===== config.mk =====
export PLATFORM = sky130hd
export DESIGN_NAME = tec_top
export DESIGN_NICKNAME = d
export VERILOG_FILES = /design/src/hw/tec_pkg.sv /design/src/hw/tec_mcycle.sv /design/src/hw/tec_top.sv
export SDC_FILE = /design/constraint.sdc
export NUM_CORES = 1
export LEC_CHECK = 0
export BUFFER_PORTS_ARGS = -buffer_cell sky130_fd_sc_hd__buf_2
export CAP_MARGIN = 20
export CELL_PAD_IN_SITES_DETAIL_PLACEMENT = 0
export CELL_PAD_IN_SITES_GLOBAL_PLACEMENT = 1
export CORE_UTILIZATION = 40
export CTS_BUF_LIST = sky130_fd_sc_hd__clkbuf_4 sky130_fd_sc_hd__clkbuf_8
export CTS_CLUSTER_SIZE = 25
export DETAILED_ROUTE_END_ITERATION = 8
export GPL_ROUTABILITY_DRIVEN = 0
export PLACE_DENSITY_LB_ADDON = 0.1
export SYNTH_ARGS = -nofsm -noshare
export SYNTH_HDL_FRONTEND = slang
export SYNTH_SLANG_ARGS = --single-unit
export TNS_END_PERCENT = 100

===== constraint.sdc =====
create_clock -name CLK_I -period 3.8 [get_ports CLK_I]
set_clock_uncertainty 0.1 [all_clocks]
set_input_delay 0 -clock CLK_I [delete_from_list [all_inputs] [get_ports CLK_I]]
set_output_delay 0 -clock CLK_I [all_outputs]
set_load 0.03 [all_outputs]

===== src/hw/tec_pkg.sv =====
/*
 * Package for the timer/event counter block: constants, command codes and
 * carrier types shared by the counter core and its machine-cycle generator.
 * Assumes a single clock domain at the oscillator rate.
 */
package tec_pkg;

    // -----------------------------------------------------------------
    // Widths and timing
    // -----------------------------------------------------------------
    localparam int unsigned COUNT_W        = 8;
    localparam int unsigned PRESCALE_W     = 5;
    localparam int unsigned STATES_PER_MC  = 10;
    localparam int unsigned OSC_PER_STATE  = 3;
    localparam int unsigned OSC_PER_MC     = STATES_PER_MC * OSC_PER_STATE;
    localparam int unsigned CLK_PERIOD_NS  = 100;
    localparam int unsigned MC_PERIOD_NS   = OSC_PER_MC * CLK_PERIOD_NS;

    // -----------------------------------------------------------------
    // Status word layout and reset values
    // -----------------------------------------------------------------
    localparam int unsigned PSW_BYPASS_BIT = 3;
    localparam int unsigned PSW_UNUSED_BIT = 5;
    localparam logic [7:0]  PSW_RESET      = 8'h20;
    localparam logic [7:0]  COUNT_RESET    = 8'h00;
    localparam logic [4:0]  PRESCALE_RESET = 5'h00;
    localparam logic [4:0]  PRESCALE_MAX   = 5'h1f;
    localparam logic [7:0]  COUNT_MAX      = 8'hff;

    // -----------------------------------------------------------------
    // Command codes presented on the command port
    // -----------------------------------------------------------------
    typedef enum logic [3:0] {
        TEC_CMD_NONE        = 4'h0,
        TEC_CMD_LOAD_COUNT  = 4'h1,
        TEC_CMD_READ_COUNT  = 4'h2,
        TEC_CMD_START_EVENT = 4'h3,
        TEC_CMD_START_TIMER = 4'h4,
        TEC_CMD_STOP        = 4'h5,
        TEC_CMD_IRQ_ENABLE  = 4'h6,
        TEC_CMD_IRQ_DISABLE = 4'h7,
        TEC_CMD_PSW_WRITE   = 4'h8,
        TEC_CMD_PSW_READ    = 4'h9,
        TEC_CMD_TEST_FLAG   = 4'ha
    } tec_cmd_t;

    // Run mode of the counter
    typedef enum logic [1:0] {
        TEC_MODE_STOPPED = 2'b00,
        TEC_MODE_TIMER   = 2'b01,
        TEC_MODE_EVENT   = 2'b10
    } tec_mode_t;

    // Command request: code plus accumulator data
    typedef struct packed {
        tec_cmd_t  code;
        logic [7:0] acc;
    } tec_req_t;

    // Answer returned to the accumulator
    typedef struct packed {
        logic       valid;
        logic [7:0] data;
    } tec_rsp_t;

endpackage


===== src/hw/tec_mcycle.sv =====
/*
 * Machine-cycle generator: divides the oscillator clock into states and
 * states into machine cycles, pulsing once per machine cycle.
 * Assumes CLK_I is the oscillator and RESET_I is synchronous, active high.
 */
module tec_mcycle
    import tec_pkg::*;
#(
    parameter int unsigned STATES    = STATES_PER_MC,
    parameter int unsigned PER_STATE = OSC_PER_STATE
) (
    input  wire logic clk_i,
    input  wire logic reset_i,
    output logic      mc_tick_o
);

    localparam int unsigned SW = $clog2(PER_STATE + 1);
    localparam int unsigned NW = $clog2(STATES + 1);

    // Refuse divisors below one
    initial begin
        if (STATES < 1 || PER_STATE < 1) begin
            $error("tec_mcycle: divisors must be at least one");
        end
    end

    logic [SW-1:0] osc_cnt_r;
    logic [NW-1:0] state_cnt_r;
    wire           state_end = (osc_cnt_r == SW'(PER_STATE - 1));
    wire           cycle_end = state_end && (state_cnt_r == NW'(STATES - 1));

    // Oscillator periods within a state, states within a cycle
    always_ff @(posedge clk_i) begin
        if (reset_i) begin
            osc_cnt_r   <= '0;
            state_cnt_r <= '0;
            mc_tick_o   <= 1'b0;
        end else begin
            osc_cnt_r   <= state_end ? '0 : osc_cnt_r + SW'(1);
            if (state_end) begin
                state_cnt_r <= cycle_end ? '0 : state_cnt_r + NW'(1);
            end
            mc_tick_o   <= cycle_end;
        end
    end

endmodule


===== src/hw/tec_top.sv =====
/*
 * Timer/event counter with its prescaler, overflow flag, counter interrupt
 * enable and the writable prescale bit of the status word.
 * Assumes the CPU presents one command per clock on CMD_I and that the
 * event input arrives asynchronously from a pin.
 */
// What this block does
// - Counter is an eight-bit register that only counts upward.
// - Timer mode counts prescaler overflow (cycles/32) or each machine cycle.
// - Event mode increments once per low-to-high transition on event input.
// - Counter advances at most once per cycle; source keeps edges that slow.
// - Each positive event increments; overflow sets the overflow flag.
// - Machine cycle is ten states of three oscillator periods each.
// - Status bit 3 clear divides by 32, set bypasses prescaler.
// - Whole status word readable; only bit 3 writable from accumulator bit 3.
// - Rising reset input starts the reset actions.
// - Reset stops the counter and clears its count to zero in the same cycle.
// - Reset returns prescale selection to divide by 32.
// - Reset clears the overflow flag.
// - Reset disables external, timer and serial interrupt sources.
// - Counter loads from and copies to accumulator in one cycle.
// - Separate commands start event mode, start timer mode, stop counter.
// - Commands enable and disable counter interrupt independently.
module tec_top
    import tec_pkg::*;
#(
    parameter int unsigned PRESCALE_BITS = PRESCALE_W
) (
    input  wire logic              CLK_I,
    input  wire logic              RESET_I,
    input  wire tec_pkg::tec_req_t CMD_I,
    input  wire logic              EVENT_INPUT_I,
    input  wire logic [2:0]        STACK_PTR_I,
    input  wire logic              BANK_SEL_I,
    input  wire logic              AUX_CARRY_I,
    input  wire logic              CARRY_I,
    output tec_pkg::tec_rsp_t      RSP_O,
    output logic [7:0]             COUNT_O,
    output logic                   COUNTER_OVERFLOW_FLAG_O,
    output logic                   PRESCALE_BYPASS_O,
    output logic                   COUNTER_IRQ_ENABLE_O,
    output logic                   COUNTER_IRQ_O,
    output logic                   IRQ_SOURCES_CLEAR_O,
    output tec_pkg::tec_mode_t     MODE_O
);
    import tec_pkg::*;

    // Refuse a prescaler width other than the one the divide-by-32 needs
    initial begin
        if (PRESCALE_BITS != PRESCALE_W) begin
            $error("tec_top: prescaler must be five bits wide");
        end
    end

    // -----------------------------------------------------------------
    // Machine cycle
    // -----------------------------------------------------------------
    logic mc_tick;

    // Ten states of three oscillator periods each
    tec_mcycle #(
        .STATES    (STATES_PER_MC),
        .PER_STATE (OSC_PER_STATE)
    ) u_mcycle (
        .clk_i     (CLK_I),
        .reset_i   (RESET_I),
        .mc_tick_o (mc_tick)
    );

    // -----------------------------------------------------------------
    // Event input synchroniser and edge detector
    // -----------------------------------------------------------------
    logic ev_meta_r;
    logic ev_sync_r;
    logic ev_prev_r;
    logic ev_pending_r;

    // Two flops before use, then a third for the previous sample
    always_ff @(posedge CLK_I) begin
        if (RESET_I) begin
            ev_meta_r <= 1'b0;
            ev_sync_r <= 1'b0;
            ev_prev_r <= 1'b0;
        end else begin
            ev_meta_r <= EVENT_INPUT_I;
            ev_sync_r <= ev_meta_r;
            ev_prev_r <= ev_sync_r;
        end
    end

    // Reset loads the idle low level, so no false edge follows reset
    wire ev_rise = ev_sync_r & ~ev_prev_r;

    // -----------------------------------------------------------------
    // Command decode
    // -----------------------------------------------------------------
    wire cmd_load   = (CMD_I.code == TEC_CMD_LOAD_COUNT);
    wire cmd_read   = (CMD_I.code == TEC_CMD_READ_COUNT);
    wire cmd_sevent = (CMD_I.code == TEC_CMD_START_EVENT);
    wire cmd_stimer = (CMD_I.code == TEC_CMD_START_TIMER);
    wire cmd_stop   = (CMD_I.code == TEC_CMD_STOP);
    wire cmd_irq_en = (CMD_I.code == TEC_CMD_IRQ_ENABLE);
    wire cmd_irq_ds = (CMD_I.code == TEC_CMD_IRQ_DISABLE);
    wire cmd_pswwr  = (CMD_I.code == TEC_CMD_PSW_WRITE);
    wire cmd_pswrd  = (CMD_I.code == TEC_CMD_PSW_READ);
    wire cmd_test   = (CMD_I.code == TEC_CMD_TEST_FLAG);

    // -----------------------------------------------------------------
    // State registers
    // -----------------------------------------------------------------
    tec_mode_t        mode_r;
    tec_mode_t        mode_nxt;
    logic [7:0]       count_r;
    logic [7:0]       count_nxt;
    logic [4:0]       prescale_r;
    logic [4:0]       prescale_nxt;
    logic             bypass_r;
    logic             flag_r;
    logic             flag_nxt;
    logic             irq_en_r;
    logic             irq_r;
    logic             irq_nxt;
    logic             ev_pending_nxt;
    tec_rsp_t         rsp_r;
    tec_rsp_t         rsp_nxt;

    // -----------------------------------------------------------------
    // Counting source selection
    // -----------------------------------------------------------------
    wire        timer_run   = (mode_r == TEC_MODE_TIMER);
    wire        event_run   = (mode_r == TEC_MODE_EVENT);
    wire        pre_wrap    = mc_tick && (prescale_r == PRESCALE_MAX);
    // Bypass set counts each machine cycle, clear counts cycles/32
    wire        timer_inc   = timer_run && (bypass_r ? mc_tick : pre_wrap);
    // Events held until the next machine cycle: one increment per cycle
    wire        event_inc   = event_run && mc_tick && (ev_pending_r || ev_rise);
    wire        count_inc   = timer_inc || event_inc;
    // A load in the wrapping cycle replaces the wrap, so it raises no flag
    wire        overflow    = count_inc && !cmd_load && (count_r == COUNT_MAX);

    // -----------------------------------------------------------------
    // Status word assembly
    // -----------------------------------------------------------------
    // Bit 5 has no function and always reads as one; only bit 3 lives here
    wire        psw_fixed_one = PSW_RESET[PSW_UNUSED_BIT];
    wire [7:0]  psw_value     = {CARRY_I, AUX_CARRY_I, psw_fixed_one, BANK_SEL_I,
                                 bypass_r, STACK_PTR_I};

    // Mode transitions from the start and stop commands
    always_comb begin
        mode_nxt = mode_r;
        case (1'b1)
            cmd_sevent: mode_nxt = TEC_MODE_EVENT;
            cmd_stimer: mode_nxt = TEC_MODE_TIMER;
            cmd_stop:   mode_nxt = TEC_MODE_STOPPED;
            default:    mode_nxt = mode_r;
        endcase
    end

    // Prescaler runs on machine cycles while the timer runs
    // A fresh start restarts it, so the first divided period is a full one
    always_comb begin
        prescale_nxt = prescale_r;
        if (cmd_stimer && !timer_run) begin
            prescale_nxt = PRESCALE_RESET;
        end else if (timer_run && mc_tick) begin
            prescale_nxt = prescale_r + 5'h01;
        end
    end

    // Count: load wins over increment, increments wrap past all ones
    always_comb begin
        count_nxt = count_r;
        if (cmd_load) begin
            count_nxt = CMD_I.acc;
        end else if (count_inc) begin
            count_nxt = count_r + 8'h01;
        end
    end

    // Event latched between machine cycles; cleared when consumed
    always_comb begin
        ev_pending_nxt = ev_pending_r;
        if (!event_run || mc_tick) begin
            ev_pending_nxt = 1'b0;
        end
        if (event_run && ev_rise && !mc_tick) begin
            ev_pending_nxt = 1'b1;
        end
    end

    // -----------------------------------------------------------------
    // Overflow flag and interrupt request
    // -----------------------------------------------------------------
    // Overflow flag: set wins over the clear by testing it
    always_comb begin
        flag_nxt = flag_r;
        if (cmd_test) begin
            flag_nxt = 1'b0;
        end
        if (overflow) begin
            flag_nxt = 1'b1;
        end
    end

    // Interrupt request: enabled overflow sets, a disable or a clear enable clears
    // A disable in the overflow cycle wins, so a masked source never requests
    always_comb begin
        irq_nxt = irq_r;
        if (cmd_irq_ds || !irq_en_r) begin
            irq_nxt = 1'b0;
        end
        if (overflow && irq_en_r && !cmd_irq_ds) begin
            irq_nxt = 1'b1;
        end
    end

    // -----------------------------------------------------------------
    // Accumulator answers
    // -----------------------------------------------------------------
    // Answers to the accumulator, one cycle after the command
    always_comb begin
        rsp_nxt = '0;
        if (cmd_read) begin
            rsp_nxt.valid = 1'b1;
            rsp_nxt.data  = count_r;
        end else if (cmd_pswrd) begin
            rsp_nxt.valid = 1'b1;
            rsp_nxt.data  = psw_value;
        end else if (cmd_test) begin
            rsp_nxt.valid = 1'b1;
            rsp_nxt.data  = {7'h00, flag_r};
        end
    end

    // -----------------------------------------------------------------
    // Registers
    // -----------------------------------------------------------------
    // Reset stops, clears count, flag, prescale select and enables
    // Only bit 3 of the status word is stored; the CPU keeps the others
    always_ff @(posedge CLK_I) begin
        if (RESET_I) begin
            mode_r       <= TEC_MODE_STOPPED;
            count_r      <= COUNT_RESET;
            prescale_r   <= PRESCALE_RESET;
            bypass_r     <= PSW_RESET[PSW_BYPASS_BIT];
            flag_r       <= 1'b0;
            irq_en_r     <= 1'b0;
            irq_r        <= 1'b0;
            ev_pending_r <= 1'b0;
            rsp_r        <= '0;
        end else begin
            mode_r       <= mode_nxt;
            count_r      <= count_nxt;
            prescale_r   <= prescale_nxt;
            flag_r       <= flag_nxt;
            irq_r        <= irq_nxt;
            ev_pending_r <= ev_pending_nxt;
            rsp_r        <= rsp_nxt;
            if (cmd_pswwr) begin
                bypass_r <= CMD_I.acc[PSW_BYPASS_BIT];
            end
            if (cmd_irq_en) begin
                irq_en_r <= 1'b1;
            end else if (cmd_irq_ds) begin
                irq_en_r <= 1'b0;
            end
        end
    end

    // -----------------------------------------------------------------
    // Reset broadcast
    // -----------------------------------------------------------------
    // Tells the external and serial sources to disable while reset stands;
    // no reset branch, since it must follow the reset itself
    always_ff @(posedge CLK_I) begin
        IRQ_SOURCES_CLEAR_O <= RESET_I;
    end

    // Output copies, each straight from a flop
    // Each copy takes the next-state value, so it equals its register every cycle
    always_ff @(posedge CLK_I) begin
        if (RESET_I) begin
            COUNT_O                 <= COUNT_RESET;
            COUNTER_OVERFLOW_FLAG_O <= 1'b0;
            PRESCALE_BYPASS_O       <= PSW_RESET[PSW_BYPASS_BIT];
            COUNTER_IRQ_ENABLE_O    <= 1'b0;
            COUNTER_IRQ_O           <= 1'b0;
            MODE_O                  <= TEC_MODE_STOPPED;
            RSP_O                   <= '0;
        end else begin
            COUNT_O                 <= count_nxt;
            COUNTER_OVERFLOW_FLAG_O <= flag_nxt;
            PRESCALE_BYPASS_O       <= cmd_pswwr ? CMD_I.acc[PSW_BYPASS_BIT] : bypass_r;
            COUNTER_IRQ_ENABLE_O    <= cmd_irq_en | (irq_en_r & ~cmd_irq_ds);
            COUNTER_IRQ_O           <= irq_nxt;
            MODE_O                  <= mode_nxt;
            RSP_O                   <= rsp_nxt;
        end
    end

endmodule


# Word level (Yosys, flattened, before mapping)
# Cells that the tools add are included.
dict set report word_totals {
  ff_bits 41
  in_bits 21
  output_inout_bits 24
  wordCells 95
}
dict set report classes {
  add_sub_neg 4
  eq_ne 16
  n_mux 18
  bitwise_logic 5
  reduce_logical 33
}
# cell n
set op_table {}
lappend op_table {{$mux W9} 3}
lappend op_table {{$eq A4 B3 Y1 const B} 4}
lappend op_table {{$eq A4 B4 Y1 const B} 4}
lappend op_table {{$mux W8} 2}
lappend op_table {{$logic_and A1 B1 Y1} 13}
lappend op_table {{$reduce_bool A2 Y1} 6}
lappend op_table {{$mux W1} 9}
lappend op_table {{$add A8 B1 Y8 const B} 1}
lappend op_table {{$eq A4 B2 Y1 const B} 2}
lappend op_table {{$eq A8 B8 Y1 const B} 1}
lappend op_table {{$logic_not A1 Y1} 6}
lappend op_table {{$mux W2} 3}
lappend op_table {{$reduce_or A2 Y1} 3}
lappend op_table {{$add A5 B1 Y5 const B} 1}
lappend op_table {{$eq A5 B5 Y1 const B} 1}
lappend op_table {{$add A4 B1 Y4 const B} 1}
lappend op_table {{$eq A2 B2 Y1 const B} 2}
lappend op_table {{$eq A4 B1 Y1 const B} 1}
lappend op_table {{$logic_or A1 B1 Y1} 4}
lappend op_table {{$mux W4} 1}
lappend op_table {{$reduce_bool A3 Y1} 1}
lappend op_table {{$add A2 B1 Y2 const B} 1}
lappend op_table {{$and A1 B1 Y1} 2}
lappend op_table {{$eq A2 B1 Y1 const B} 1}
lappend op_table {{2 further kinds} 3}

# Depth between registers and ports, before layout
dict set report depth {
  word_depth 10
  ltp_mapped 7
  depth_no_buf 7
}

# Hierarchy
# Synthesis repeated with hierarchy kept, for this count alone.
dict set report hier_totals {
  cells_unflattened 195
  hier_area_um2 1810.5
}
# mod instances cells_per_inst area_per_inst_um2 seq_area_each_um2
set by_module_without_submodules {}
lappend by_module_without_submodules {tec_top 1 165 1501.4 680.7}
lappend by_module_without_submodules {tec_mcycle 1 30 309.0 140.1}

# Worst setup path after synthesis
# No wires, ideal clock.
dict set report synth_path {
  path_type {register to register}
  from {register prescale_r[0]}
  to {register COUNT_O[3]}
  setup_time_ns 0.086
  arrival_time_ns 1.586
  required_ns 3.614
  slack_ns 2.029
  path_stages_with_launch 8
  path_buffers 0
  synth_period_minus_slack_ns 1.771
  path_cell_list {dfxtp_1 -> ha_1 -> and3_1 -> ha_1 -> o21ai_4 -> a21oi_1 -> xnor2_1 -> a211oi_1}
}
dict set report synth_via {
  elab_chain_cells 6
}
# item line_no
set synth_lines {}
lappend synth_lines {{start: declaration} tec_top.sv:115} ;# logic [4:0] prescale_r;
lappend synth_lines {{start signal: assignment} tec_top.sv:255} ;# prescale_r <= prescale_nxt;
lappend synth_lines {{$eq A5 B5 Y1} tec_top.sv:132} ;# wire pre_wrap = mc_tick && (prescale_r == PRESCALE_MAX);
lappend synth_lines {{$logic_and A1 B1 Y1} tec_top.sv:132}
lappend synth_lines {{$mux W1} tec_top.sv:134} ;# wire timer_inc = timer_run && (bypass_r ? mc_tick : pre_wrap);
lappend synth_lines {{$logic_and A1 B1 Y1} tec_top.sv:134}
lappend synth_lines {{$logic_or A1 B1 Y1} tec_top.sv:137} ;# wire count_inc = timer_inc || event_inc;
lappend synth_lines {{$reduce_bool A2 Y1 (no line)} n/a}
lappend synth_lines {{end signal: assignment} tec_top.sv:292} ;# COUNT_O <= count_nxt;
lappend synth_lines {{end: declaration} tec_top.sv:38} ;# output logic [7:0] COUNT_O,
# No other way between the ends.
# A chain may end at the register's enable or synchronous reset.

# Final worst setup path
dict set report layout_path {
  from {register prescale_r[0]}
  to {register COUNT_O[5]}
}
# The elaborated chain is that of the path after synthesis.

==> reports/results.tsv <==
metric	value	unit
postPlaceCellArea	2040	µm²
yosysTopAreaCell	dfxtp_1	
overflow	0	
crit_type	register to register	
hold_end	irq_en_r	
drt-pass1-iter-count	4	
report.final.setup_viol	0	
cts_buffers	5	
drv_slew	0	
clockPowerShare	39.5	%
fmax	0.514	GHz
nFillCells	419	
min_period	1.94	ns
design_area	2340	µm²
cts_tree	yes	
arrival	2.04	ns
drive_gt1_share	22.6	%
clk_latency	0.29	ns
r2r_slack	1.86	ns
p_sw	0.212	mW
yosys.cell_types.count	39	
critPathSlowestCell	dfxtp_1	
crit_buf_inv	0	
ys_ff_latch	41	
pwr-share-comb	11.1	%
rsz0062_at_grt	no	
io_pins	45	
outcome	completed	
switching_share	22.9	%
worst_pin_slew	0.739	ns
leakage	0.969	nW
path_cells	ha_1 -> and3_1 -> ha_1 -> o21ai_4 -> a211oi_2 -> xnor2_1 -> a211oi_1	
die_h	69.2	µm
syn_inst	202	
n_antenna_cell	0	
portBuffers	44	
crit_top_cell	ha_1	
num_rows	24	
mostFrequentLayoutCell	buf_2	
crit_fanout	10	
vias_per_cell	5.10	
antenna_found_initial	0	
clk_pin_slew	0.08	ns
max_stage_delay	0.34	ns
ys.flop_type	dfxtp_1	
layout_common_cells	44 x buf_2, 41 x dfxtp_1, 25 x nor2_1	
core_area	4350	µm²
synth_top_area_share	45.5	%
nNetsFinal	287	
syn_area_per_cell	8.94	µm²
critical-path-top-delay-family	compound AO/OA/AOI/OAI gates	
syn_area	1810	µm²
ys_warn_count	0	
vias	1596	
hold_violations	0	
synth-seq-area-share	45.5	%
worstSetupStartpointType	register	
track_usage	18.7	%
min_path_cells	3	
clock-sinks	41	
area_delta_synth_final	29.8	%
clock_path_buffers	2	
drt_iter0_drc	40	
tns	0	ns
grt_pass1_wl	7190	µm
async_reset_ff_share	0	%
grt_pass1_vias	1553	
power.internal	0.712	mW
min_path_type	input pin to register	
die_width	69.2	µm
crit_required	3.90	ns
rr_startpoint	prescale_r[0]	
synth-edff-count	0	
start_util	41.5	%
reg2reg_to	COUNT_O[5]	
ant_nets	0	
relSlewSlack	50.7	%
p_per_area	394	nW/µm²
power_frac_seq	49.4	%
critPathCaptureType	register	
holdWs	0.00914	ns
drt-total-wl	4100	µm
wl_per_cell	13.1	µm
finalCritPeriodShare	51.2	%
die-area	4790	µm²
min_from	CMD_I[9]	
cts-root-buf	clkbuf_8	
drc	0	
drv_cap	0	
ctsHtreeMaxLevel	2	
synth.top_cells.by_area	dfxtp_1 45%, nor2_1 5.2%, ha_1 4.2%	
post_cts_resize_count	0	
syn_nets	229	
place_hpwl	2750	µm
peakVddDrop	0.195	mV
grt_max_degree	36	
rr_worst_depth	7	
sequential cells by signal, indices dropped and copies added, names as in the netlist:
register                 cells
ev_sync_r                    1
u_mcycle.osc_cnt_r           2
MODE_O                       2
ev_prev_r                    1
ev_meta_r                    1
irq_en_r                     1
u_mcycle.state_cnt_r         4
PRESCALE_BYPASS_O            1
RSP_O                        9
ev_pending_r                 1
COUNTER_IRQ_O                1
COUNTER_OVERFLOW_FLAG_O      1
prescale_r                   5
COUNT_O                      8
IRQ_SOURCES_CLEAR_O          1
COUNTER_IRQ_ENABLE_O         1
u_mcycle.mc_tick_o           1
worst max-delay path by stage:
stage	start	end	slack (ns)	cells after the start
6_report	prescale_r[0]	COUNT_O[5]	1.86	7
5_1_grt	prescale_r[0]	COUNT_O[5]	1.75	7
4_1_cts	prescale_r[0]	COUNT_O[5]	1.85	7
3_5_place_dp	prescale_r[0]	COUNT_O[4]	1.88	7
3_3_place_gp	prescale_r[0]	COUNT_O[3]	1.93	7
2_1_floorplan	prescale_r[0]	COUNT_O[3]	2.03	7
synthesized netlist by cell type (2+ instances only):
| master | n |
|---|---|
| a211oi_1 | 9 |
| a211oi_2 | 2 |
| a21oi_1 | 14 |
| a22oi_1 | 5 |
| a31oi_1 | 3 |
| and3_1 | 3 |
| buf_2 | 2 |
| clkbuf_1 | 8 |
| dfxtp_1 | 41 |
| ha_1 | 6 |
| inv_1 | 8 |
| mux2i_1 | 3 |
| nand2_1 | 14 |
| nand2b_1 | 4 |
| nand3_1 | 6 |
| nand3b_1 | 2 |
| nor2_1 | 25 |
| nor2b_1 | 9 |
| nor3_1 | 6 |
| nor3b_1 | 2 |
| o21ai_0 | 5 |
| xnor2_1 | 7 |
| xor2_1 | 2 |
power by group through the flow:
stage / clock [mW] / sequential, mW / combinational (mW)
detailed placement: 0 / 0.466 / 0.0889
CTS: 0.376 / 0.456 / 0.104
global placement: 0 / 0.466 / 0.0887
finish: 0.365 / 0.456 / 0.103
global route: 0.392 / 0.459 / 0.116
floorplan: 0 / 0.477 / 0.0499
worst reg2reg max path, delay by kind of cell, from the launching register on:
family	cells	cell delay, ns
simple gates	1	0.18
fa+ha+maj	2	0.41
flops	1	0.34
compound gates	3	0.66
xor+xnor	1	0.15
repair_timing:
action	4_1_cts	5_1_grt
buffers inserted	0	0
hold buffers	18	0
endpoints found under the hold margin	18	0
metrics by stage:
| step | setup WS, ns | util (%) | power, mW | instances |
|---|---|---|---|---|
| global placement | 1.93 | 46.9 | 0.555 | 287 |
| CTS | 1.85 | 53.8 | 0.936 | 313 |
| finish | 1.86 | 53.8 | 0.924 | 313 |
| floorplan | 2.03 | - | 0.527 | 202 |
| global route | 1.75 | 53.8 | 0.967 | 313 |
| detailed placement | 1.88 | 46.9 | 0.555 | 287 |
logic make-up after synthesis:
logic type | after synthesis | synth area share [%]
and+or+nand+nor | 75 | 20.5
AOI/OAI and AO/OA | 48 | 18.9
DFF | 41 | 45.5
buffers and inverters | 19 | 4.30
xor gates and xnor gates | 9 | 4.37
adders and majority gates | 6 | 4.16
muxes | 4 | 2.29
layout make-up:
type / instances / area (µm²) / area share [%]
inverters: 8 / 30.0 / 1.28
clock buffers: 7 / 90.1 / 3.84
well taps: 52 / 65.1 / 2.78
repair buffers: 62 / 400 / 17.1
clock inverters: 1 / 30.0 / 1.28
multi-input cells: 142 / 907 / 38.7
flip-flops and latches: 41 / 821 / 35.0
metal layers:
layer | GRT usage [%] | routed length, µm | vias up | share of wire, %
li1 | - | - | 824 | -
met1 | 24.8 | 1990 | 729 | 49
met2 | 29.8 | 1900 | 36 | 46
met3 | 4.51 | 158 | 7 | 3.8
met4 | 5.90 | 54 | 0 | 1.3
met5 | 0 | 0 | - | 0
(Power assumes the default switching activity.)
